<file path="src/verilog/sld_pkg.sv">
package sld_pkg;
  // ************************************************************
  // register map (byte addresses, one aligned word each)
  // ************************************************************
  localparam logic [7:0] ADDR_CTRL = 8'h00;  // lcd_display_control
  localparam logic [7:0] ADDR_PTR = 8'h04;  // lcd_ram_pointer
  localparam logic [7:0] ADDR_WIN = 8'h08;  // lcd_ram_window
  localparam logic [7:0] ADDR_MODE = 8'h0c;  // mode_config_register
  localparam logic [7:0] ADDR_ANA = 8'h10;  // analog_config_register
  localparam logic [7:0] ADDR_STAT = 8'h14;  // scan status
  // ************************************************************
  // field positions and reset values
  // ************************************************************
  localparam int CTL_LOW_POS = 1;  // display_ctl_low
  localparam int CTL_HIGH_POS = 2;  // display_ctl_high
  localparam int DUTY_POS = 0;  // duty_select: 1 = quarter duty
  localparam int SAVE_A_POS = 5;  // drive_save_a
  localparam int SAVE_B_POS = 6;  // drive_save_b
  localparam logic [7:0] CTRL_RST = 8'h00;
  localparam logic [7:0] MODE_RST = 8'h00;
  localparam logic [7:0] ANA_RST = 8'h00;
  localparam logic [4:0] PTR_RST = 5'h00;
  localparam int NUM_SEG = 24;
  localparam int NUM_COM = 8;
  // ************************************************************
  // display control codes {high,low}
  // ************************************************************
  localparam logic [1:0] DISP_OFF = 2'h0;
  localparam logic [1:0] DISP_BLANK = 2'h1;
  localparam logic [1:0] DISP_ON = 2'h3;
  // ************************************************************
  // timing: base tick 32.768 kHz from 50 MHz
  // ************************************************************
  localparam int CLK_HZ = 50000000;
  localparam int BASE_HZ = 32768;
  localparam int BASE_DIV = CLK_HZ / BASE_HZ;  // rounded down, 1525
  localparam int TICKS_PER_PHASE = 4;  // base ticks per common phase
  // ************************************************************
  // bias levels (quarter bias: 0..4 of vlcd)
  // ************************************************************
  localparam logic [2:0] LVL_V0 = 3'h0;
  localparam logic [2:0] LVL_V1 = 3'h1;
  localparam logic [2:0] LVL_V3 = 3'h3;
  localparam logic [2:0] LVL_V4 = 3'h4;
  localparam logic [2:0] LVL_MID = 3'h2;  // mid level when display off
  typedef enum logic [1:0] {ST_IDLE, ST_SCAN, ST_HOLD} sld_state_t;
endpackage

</file>
<file path="src/verilog/sld_segment_lcd_driver.sv">
// The APB slave port and the register offsets were chosen for this implementation.
`timescale 1ns/1ps
// Contract
// - all scan timing from 32.768 kHz tick
// - control field picks off, blank, on
// - duty bit picks eighth or quarter duty
// - quarter bias in both duties
// - ram byte n drives segment n
// - bit k drives common k pixel
// - eight-common mode uses all bits
// - four-common mode: low commons, upper open
// - bit one select, zero non-select
// - five-bit pointer picks ram byte
// - window reads/writes selected ram byte
// - control register clears on reset
// - two drive saving bits in analog register
module sld_segment_lcd_driver #(
  parameter int BASE_DIV = sld_pkg::BASE_DIV,
  parameter int SEG_CNT = sld_pkg::NUM_SEG
) (
  input wire logic clk,
  input wire logic srst,
  input wire logic psel,
  input wire logic penable,
  input wire logic pwrite,
  input wire logic [7:0] paddr,
  input wire logic [31:0] pwdata,
  output logic [31:0] prdata,
  output logic pready,
  output logic pslverr,
  output logic [23:0] segLevel0, // level bit 0 per segment
  output logic [23:0] segLevel1, // level bit 1 per segment
  output logic [23:0] segLevel2, // level bit 2 per segment
  output logic [23:0] comLevel0, // level bits of eight commons (3 each)
  output logic [7:0] comOe, // common drive enables
  output logic driveSaveA,
  output logic driveSaveB
);
  // ************************************************************
  // elaboration checks
  // ************************************************************
  if (BASE_DIV < 2 || BASE_DIV > 65535) begin : g_chk_div
    $error("BASE_DIV out of range");
  end
  if (SEG_CNT != sld_pkg::NUM_SEG) begin : g_chk_seg
    $error("SEG_CNT must be 24");
  end

  // ************************************************************
  // registers
  // ************************************************************
  logic [7:0] ctrl_ff, nxt_ctrl;  // display control
  logic [4:0] ptr_ff, nxt_ptr;  // ram pointer
  logic [7:0] mode_ff, nxt_mode;  // duty selection
  logic [7:0] ana_ff, nxt_ana;  // drive saving
  logic [7:0] ram_ff [0:31];  // display ram incl. empty bytes
  logic [7:0] ramWrData;  // ram write value
  logic ramWe;  // ram write strobe
  logic [31:0] prdata_ff, nxt_prdata;
  logic pready_ff, nxt_pready;
  logic pslverr_ff, nxt_pslverr;
  logic [15:0] div_ff, nxt_div;  // base tick divider
  logic [1:0] sub_ff, nxt_sub;  // base tick count within phase
  logic [2:0] com_ff, nxt_com;  // active common
  logic frame_ff, nxt_frame;  // polarity inversion
  sld_pkg::sld_state_t state_ff, nxt_state;
  logic [23:0] seg0_ff, seg1_ff, seg2_ff, nxt_seg0, nxt_seg1, nxt_seg2;
  logic [23:0] com0_ff, nxt_com0;
  logic [7:0] comOe_ff, nxt_comOe;
  logic [1:0] dispCode;  // {high,low}
  logic quarterDuty;  // four commons
  logic baseTick;  // 32.768 kHz strobe

  // address matcher used by read and write paths
  function automatic logic hit(input logic [7:0] a, input logic [7:0] r);
    hit = (a == r);
  endfunction

  // one-of-levels waveform for a pixel: select swings full, non-select 3/4 against the selected common
  function automatic logic [2:0] segWave(input logic on, input logic pol);
    if (on) begin
      segWave = pol ? sld_pkg::LVL_V0 : sld_pkg::LVL_V4;
    end else begin
      segWave = pol ? sld_pkg::LVL_V1 : sld_pkg::LVL_V3;
    end
  endfunction

  assign dispCode = {ctrl_ff[sld_pkg::CTL_HIGH_POS], ctrl_ff[sld_pkg::CTL_LOW_POS]};
  assign quarterDuty = mode_ff[sld_pkg::DUTY_POS];
  assign baseTick = (div_ff == 16'(BASE_DIV - 1));

  // ************************************************************
  // apb slave, one wait state: answer in the access cycle's next edge
  // ************************************************************
  always_comb begin
    nxt_ctrl = ctrl_ff;
    nxt_ptr = ptr_ff;
    nxt_mode = mode_ff;
    nxt_ana = ana_ff;
    nxt_prdata = prdata_ff;
    nxt_pready = 1'b0;
    nxt_pslverr = 1'b0;
    ramWe = 1'b0;
    ramWrData = pwdata[7:0];
    // access phase, answer after one cycle
    if (psel && penable && !pready_ff) begin
      nxt_pready = 1'b1;
      nxt_prdata = 32'h0;
      if (pwrite) begin
        if (hit(paddr, sld_pkg::ADDR_CTRL)) begin
          nxt_ctrl = pwdata[7:0];
        end else if (hit(paddr, sld_pkg::ADDR_PTR)) begin
          nxt_ptr = pwdata[4:0];
        end else if (hit(paddr, sld_pkg::ADDR_WIN)) begin
          ramWe = 1'b1;
        end else if (hit(paddr, sld_pkg::ADDR_MODE)) begin
          // duty change assumed only while off
          nxt_mode = pwdata[7:0];
        end else if (hit(paddr, sld_pkg::ADDR_ANA)) begin
          nxt_ana = pwdata[7:0];
        end else begin
          nxt_pslverr = 1'b1;
        end
      end else begin
        if (hit(paddr, sld_pkg::ADDR_CTRL)) begin
          nxt_prdata = {24'h0, ctrl_ff};
        end else if (hit(paddr, sld_pkg::ADDR_PTR)) begin
          nxt_prdata = {27'h0, ptr_ff};
        end else if (hit(paddr, sld_pkg::ADDR_WIN)) begin
          nxt_prdata = {24'h0, ram_ff[ptr_ff]};
        end else if (hit(paddr, sld_pkg::ADDR_MODE)) begin
          nxt_prdata = {24'h0, mode_ff};
        end else if (hit(paddr, sld_pkg::ADDR_ANA)) begin
          nxt_prdata = {24'h0, ana_ff};
        end else if (hit(paddr, sld_pkg::ADDR_STAT)) begin
          nxt_prdata = {27'h0, frame_ff, com_ff, 1'b0} >> 1;
        end else begin
          nxt_pslverr = 1'b1;
        end
      end
    end
  end

  // register stage of bus and configuration
  always_ff @(posedge clk) begin
    if (srst) begin
      ctrl_ff <= sld_pkg::CTRL_RST;
      ptr_ff <= sld_pkg::PTR_RST;
      mode_ff <= sld_pkg::MODE_RST;
      ana_ff <= sld_pkg::ANA_RST;
      prdata_ff <= 32'h0;
      pready_ff <= 1'b0;
      pslverr_ff <= 1'b0;
    end else begin
      ctrl_ff <= nxt_ctrl;
      ptr_ff <= nxt_ptr;
      mode_ff <= nxt_mode;
      ana_ff <= nxt_ana;
      prdata_ff <= nxt_prdata;
      pready_ff <= nxt_pready;
      pslverr_ff <= nxt_pslverr;
    end
  end

  // ram storage; bytes 18h..1Fh exist but drive no pin
  always_ff @(posedge clk) begin
    if (ramWe) begin
      ram_ff[ptr_ff] <= ramWrData;
    end
  end

  // ************************************************************
  // scan timing
  // ************************************************************
  always_comb begin
    nxt_div = baseTick ? 16'h0 : div_ff + 16'h1;
    nxt_sub = sub_ff;
    nxt_com = com_ff;
    nxt_frame = frame_ff;
    nxt_state = state_ff;
    case (state_ff)
      sld_pkg::ST_IDLE: begin
        // display off: hold scan at start
        nxt_sub = 2'h0;
        nxt_com = 3'h0;
        nxt_frame = 1'b0;
        if (dispCode != sld_pkg::DISP_OFF) begin
          nxt_state = sld_pkg::ST_SCAN;
        end
      end
      sld_pkg::ST_SCAN: begin
        if (dispCode == sld_pkg::DISP_OFF) begin
          nxt_state = sld_pkg::ST_IDLE;
          nxt_sub = 2'h0;
          nxt_com = 3'h0;
          nxt_frame = 1'b0;
        end else if (baseTick) begin
          nxt_sub = sub_ff + 2'h1;
          if (sub_ff == 2'(sld_pkg::TICKS_PER_PHASE - 1)) begin
            if ((quarterDuty && com_ff == 3'h3) || com_ff == 3'h7) begin
              nxt_com = 3'h0;
              nxt_frame = !frame_ff;
            end else begin
              nxt_com = com_ff + 3'h1;
            end
          end
        end
      end
      default: begin
        nxt_state = sld_pkg::ST_IDLE;
      end
    endcase
  end

  // ************************************************************
  // waveform generation
  // ************************************************************
  always_comb begin
    logic [2:0] lv;
    logic [7:0] byteVal;
    lv = 3'h0;
    byteVal = 8'h0;
    nxt_seg0 = 24'h0;
    nxt_seg1 = 24'h0;
    nxt_seg2 = 24'h0;
    nxt_com0 = 24'h0;
    nxt_comOe = 8'h0;
    for (int s = 0; s < sld_pkg::NUM_SEG; s++) begin
      byteVal = ram_ff[s];
      if (dispCode == sld_pkg::DISP_ON) begin
        // bit of active common selects waveform
        lv = segWave(byteVal[com_ff], frame_ff);
      end else if (dispCode == sld_pkg::DISP_OFF) begin
        lv = sld_pkg::LVL_MID;
      end else begin
        lv = segWave(1'b0, frame_ff);
      end
      nxt_seg0[s] = lv[0];
      nxt_seg1[s] = lv[1];
      nxt_seg2[s] = lv[2];
    end
    for (int c = 0; c < sld_pkg::NUM_COM; c++) begin
      // quarter bias: selected common full, others 1 or 3
      if (dispCode == sld_pkg::DISP_OFF) begin
        lv = sld_pkg::LVL_MID;
      end else if (c == int'(com_ff)) begin
        lv = frame_ff ? sld_pkg::LVL_V4 : sld_pkg::LVL_V0;
      end else begin
        lv = frame_ff ? sld_pkg::LVL_V3 : sld_pkg::LVL_V1;
      end
      nxt_com0[3*c +: 3] = lv;
      // upper commons open in quarter duty
      nxt_comOe[c] = !(quarterDuty && c >= 4);
    end
  end

  // register stage of scan and outputs
  always_ff @(posedge clk) begin
    if (srst) begin
      div_ff <= 16'h0;
      sub_ff <= 2'h0;
      com_ff <= 3'h0;
      frame_ff <= 1'b0;
      state_ff <= sld_pkg::ST_IDLE;
      seg0_ff <= 24'h0;
      seg1_ff <= 24'h0;
      seg2_ff <= 24'h0;
      com0_ff <= 24'h0;
      comOe_ff <= 8'h0;
    end else begin
      div_ff <= nxt_div;
      sub_ff <= nxt_sub;
      com_ff <= nxt_com;
      frame_ff <= nxt_frame;
      state_ff <= nxt_state;
      seg0_ff <= nxt_seg0;
      seg1_ff <= nxt_seg1;
      seg2_ff <= nxt_seg2;
      com0_ff <= nxt_com0;
      comOe_ff <= nxt_comOe;
    end
  end

  assign prdata = prdata_ff;
  assign pready = pready_ff;
  assign pslverr = pslverr_ff;
  assign segLevel0 = seg0_ff;
  assign segLevel1 = seg1_ff;
  assign segLevel2 = seg2_ff;
  assign comLevel0 = com0_ff;
  assign comOe = comOe_ff;
  assign driveSaveA = ana_ff[sld_pkg::SAVE_A_POS];
  assign driveSaveB = ana_ff[sld_pkg::SAVE_B_POS];

  // ************************************************************
  // assertions
  // ************************************************************
  a_reset_ctrl_zero: assert property (@(posedge clk) srst |=> ctrl_ff == 8'h0)
    else $error("control not cleared by reset");
  a_quarter_com_limit: assert property (@(posedge clk) disable iff (srst)
    quarterDuty && com_ff <= 3'h3 |=> com_ff <= 3'h3 || $changed(mode_ff))
    else $error("quarter duty scanned past common 3");
  a_upper_open: assert property (@(posedge clk) disable iff (srst)
    !srst && quarterDuty |=> comOe[7:4] == 4'h0)
    else $error("upper commons driven in quarter duty");
  a_full_oe: assert property (@(posedge clk) disable iff (srst)
    !srst && !quarterDuty |=> comOe == 8'hff)
    else $error("commons not all driven in eighth duty");
  a_tick_period: assert property (@(posedge clk) disable iff (srst)
    baseTick |=> !baseTick [*2])
    else $error("base tick too frequent");
  a_blank_nonsel: assert property (@(posedge clk) disable iff (srst)
    dispCode == sld_pkg::DISP_BLANK && $stable(dispCode) |=> segLevel0[0] == 1'b1)
    else $error("blanking drove select level");
  a_off_holds: assert property (@(posedge clk) disable iff (srst)
    state_ff == sld_pkg::ST_IDLE |-> com_ff == 3'h0)
    else $error("scan advanced while off");
  a_ptr_write: assert property (@(posedge clk) disable iff (srst)
    psel && penable && pwrite && !pready && paddr == sld_pkg::ADDR_PTR
    |=> ptr_ff == $past(pwdata[4:0]))
    else $error("pointer not written");
  a_save_bits: assert property (@(posedge clk) disable iff (srst)
    psel && penable && pwrite && !pready && paddr == sld_pkg::ADDR_ANA
    |=> {driveSaveB, driveSaveA} == $past(pwdata[sld_pkg::SAVE_B_POS -: 2]))
    else $error("drive save bits mismatch");
  c_display_on: cover property (@(posedge clk) dispCode == sld_pkg::DISP_ON && baseTick);
  c_blank: cover property (@(posedge clk) dispCode == sld_pkg::DISP_BLANK);
  c_quarter_wrap: cover property (@(posedge clk) quarterDuty && com_ff == 3'h3 ##1 com_ff == 3'h0);
endmodule

</file>
<file path="config.mk">
export PLATFORM = sky130hd
export DESIGN_NAME = sld_segment_lcd_driver
export DESIGN_NICKNAME = d
export VERILOG_FILES = /design/src/verilog/sld_pkg.sv /design/src/verilog/sld_segment_lcd_driver.sv
export SDC_FILE = /design/constraint.sdc
export NUM_CORES = 1
export LEC_CHECK = 0
export BUFFER_PORTS_ARGS = -buffer_cell sky130_fd_sc_hd__buf_4
export CAP_MARGIN = 40
export CELL_PAD_IN_SITES_DETAIL_PLACEMENT = 1
export CELL_PAD_IN_SITES_GLOBAL_PLACEMENT = 2
export CORE_MARGIN = 1
export CORE_UTILIZATION = 45
export DETAILED_ROUTE_END_ITERATION = 7
export PLACE_DENSITY = 0.84
export SYNTH_ARGS = -nofsm -noshare
export SYNTH_HDL_FRONTEND = slang
export SYNTH_SLANG_ARGS = --single-unit
</file>
<file path="constraint.sdc">
create_clock -name clk -period 4 [get_ports clk]
set_input_delay 0.2 -clock clk [delete_from_list [all_inputs] [get_ports clk]]
set_output_delay 0.2 -clock clk [all_outputs]
set_load 0.01 [all_outputs]
</file>
==> impl_results.md <==
* Status: finished, final reports clean
* Sequential cell area fraction in the yosys report at 0.638
* Routed met3 length at 3330 µm
* Initial DRC count at 1005
* Synthesized flop and latch total at 421
* Period utilization at 0.723
* Sink Count at around 420
* Setup crit start kind: flop
* Post-CTS Resized at 0
* Slew Limit Fails at 0
* Vias per inst at between 5 and 6
* CTS tree: yes
* First-pass GRT wire length at 68400 µm
* Max Freq at 346 MHz
* Share of the synthesized area in the top cell type at 0.446
* Worst Setup End Kind: flop
* Fill count at 3683
* Largest area contributor in the netlist: edfxtp_1
* Critical Path RT at approximately 4.2 ns
* Clk buf depth at 3
* MaxCap Viol Count at 0
* Crit path time final at 2.89 ns
* Yosys cell types at 58
* Area contributors post-synth: edfxtp_1 (45%), dfxtp_1 (19%), mux4_2 (15%)
* Max layer used: met4
* Commonest register cell after synthesis: edfxtp_1
* Initial antenna violation count at 0
* Synthesis Warnings at 0
* H-Tree Depth at 2
* Leak pwr at 7.06 nW
* Core footprint at around 38000 µm²
* Drc violations at 0
* Area Overhead vs Synth at 17.3%
* Setup slack, reg-to-reg at 1.11 ns
* Post-CTS Hold Fix Bufs at 0
* Slew @ Worst Pin at 0.849 ns
* Final HPWL DP at 29900 µm
* Post-route antenna net violation count at 0
* Placed Cells at approximately 1800
* Via count at approximately 10000
* Die Wd at 198 µm
* Crit-path leading delay family: simple AND/OR/NAND/NOR gates
* Worst vdd ir at ~0.25 mV
* Gpl congestion at 0.825
* Ant diodes at 0
* Setup TNS Final at 0 ns
* Post-synth EDFFs at 256
* Row cnt at 71
* Die area at slightly below 40000 µm²
* FF-to-FF path depth at 6
* Post-CTS Setup Bufs at 0
* Share of cells above drive strength 1 at 0.290
* Setup Slack @ Placement at 0.816 ns
* Post-layout net count at 1347
* CTS buffer count at 44
* Starting Density at 0.458
* Min-Delay Path Class: input port to flop
* Final setup viols at 0
* Total power at 8.90 mW
* WHS at 0.0605 ns
* Grt total ovfl at 0
* FFs w/ async S/R, synth at 0
* Metal2 WL at 21700 µm
* Final worst slack at 1.11 ns
* CP peak stage delay at 0.72 ns
* Worst-path clk slew at 0.06 ns
* Clk_lat worst skew at about 0.55 ns
* I/O pin total at 185
* Worst Skew at 0.0190 ns
* Crit-path max FO at 18
* CP Depth at 6
* Largest net degree at the start of global routing at 49
* WP buf/inv at 1
* Detailed Routing Iterations Pass 1 at 5
* Critical Path, Cell by Cell: nand3b_1, buf_4, nor2_1, and2_2, nand3_1, nor2_1
* Root Driver: clkbuf_16
* Relative slew slack at 0.434
* Die H at ~200 µm
* Final wirelength at 45300 µm
* CP Data Arrival Time at 3.06 ns
* Max stage delay cell, worst path: nor2_1
* Pwr per Cell Area at 440 nW/µm²
* Kind of critical path: flop to flop
* Final Non-Filler Cells at 1838
* Worst Hold Path Cells at 3
* Post-Synthesis Cell Area at around 17000 µm²
* GRT Total Usage at 0.236
* IO Port Bufs at 136
* Cell mode on critical path: nor2_1
* Unrepaired setup endpoints after global routing: no
* Reg area at about 11000 µm²
* Wire length per cell at 24.7 µm
* Routed met1 length at 19100 µm
* Avg Cell Area, Syn at 14.9 µm²
* Multi-input gate area at 5740 µm²
* Final Hold Vio Count at 0
* Vias in the first global route at 10782
* Synth Instances at roughly 1200
cell usage in the layout, fill, tap and decap left out, types with 4 or more instances in the layout:
master / netlist / final
edfxtp_1: 256 / 256
buf_4: 39 / 167
dfxtp_1: 165 / 161
nor2_1: 143 / 143
mux4_2: 116 / 116
nand2_1: 57 / 57
mux2i_1: 56 / 56
clkbuf_16: 0 / 45
o21ai_0: 41 / 41
nor3_1: 30 / 30
conb_1: 1 / 24
nand3_1: 18 / 18
a22oi_1: 16 / 16
a21oi_1: 14 / 14
inv_1: 11 / 11
nor2b_1: 10 / 10
nor3b_1: 9 / 9
xnor2_1: 9 / 9
ha_1: 9 / 9
clkinv_2: 0 / 9
clkbuf_1: 48 / 9
xor2_1: 7 / 7
nand3b_1: 6 / 6
nand4_1: 6 / 6
mux2_2: 6 / 6
and2_1: 5 / 5
and3_1: 5 / 5
clkbuf_8: 0 / 5
or2_2: 4 / 4
a222oi_1: 4 / 4
o2111ai_1: 4 / 4
a221oi_1: 4 / 4
bufinv_16: 0 / 4
registers in the layout, indices dropped and copies added (netlist names), 5 cells and up, named ones only:
signal	cells
mode_ff	8
segLevel1	24
ptr_ff	5
segLevel2	24
prdata	8
ctrl_ff	8
segLevel0	24
comLevel0	24
ram_ff	256
ana_ff	8
div_ff	16
routing by layer:
layer | vias to the layer above | track usage
met2 | 443 | 0.382
met1 | 5352 | 0.323
li1 | 4601 | -
met3 | 77 | 0.0439
met4 | 0 | 0.0758
met5 | - | 0
cell families (layout without fill, tap and decap cells):
| logic type | after synthesis | in the layout | synth area share |
|---|---|---|---|
| AO/OA/AOI/OAI | 95 | 95 | 0.0350 |
| XOR/XNOR | 16 | 16 | 0.00813 |
| adder cells (fa/ha/maj) | 9 | 9 | 0.00653 |
| buffers and inverters | 115 | 264 | 0.0346 |
| flip-flops | 421 | 421 | 0.638 |
| multiplexers | 178 | 178 | 0.188 |
| other | 1 | 24 | 0.000218 |
| AND/OR/NAND/NOR | 320 | 320 | 0.0899 |
layout make-up:
cell class / instances / area share
clock buffer: 59 / 0.0608
clock inverter: 21 / 0.0111
inverter: 12 / 0.00223
multi-input combinational: 642 / 0.284
sequential: 421 / 0.544
tap: 511 / 0.0316
timing repair buffer: 172 / 0.0665
metrics by stage:
step | util | instance area (µm²)
after floorplan | - | 17300
after global placement | 0.496 | 18700
after global routing | 0.537 | 20200
after CTS | 0.537 | 20200
after detailed placement | 0.498 | 18800
final | 0.537 | 20200
worst paths after layout:
path              startpoint           end
setup / recovery      pready  ram_ff[3][1]
setup reg to reg      pready  ram_ff[3][1]
hold / removal      paddr[4]       pslverr
hold reg to reg   mode_ff[4]    mode_ff[4]
power by group:
| part | switching [mW] | total (mW) | leakage, nW | internal (mW) |
|---|---|---|---|---|
| Clock | 1.65 | 4.08 | 0.712 | 2.42 |
| Sequential | 0.00974 | 4.62 | 3.64 | 4.61 |
| Combinational | 0.142 | 0.200 | 2.70 | 0.0582 |
| Total | 1.81 | 8.90 | 7.06 | 7.10 |
Yosys cell counts, types with 3 or more instances:
library cell	count
a21o_1	3
a21oi_1	14
a221oi_1	4
a222oi_1	4
a22oi_1	16
and2_1	5
and3_1	5
and3b_1	3
buf_2	13
buf_4	39
clkbuf_1	48
dfxtp_1	165
edfxtp_1	256
ha_1	9
inv_1	11
mux2_2	6
mux2i_1	56
mux4_2	116
nand2_1	57
nand2b_1	3
nand3_1	18
nand3b_1	6
nand4_1	6
nor2_1	143
nor2b_1	10
nor3_1	30
nor3b_1	9
o2111ai_1	4
o21ai_0	41
or2_2	4
or3_1	3
xnor2_1	9
xor2_1	7
worst min-delay path, stage by stage:
cell	delay [ns]
buf_4	0.17
a21oi_1	0.13
nor3_1	0.05
No activity file was read; power rests on OpenSTA's default activity.
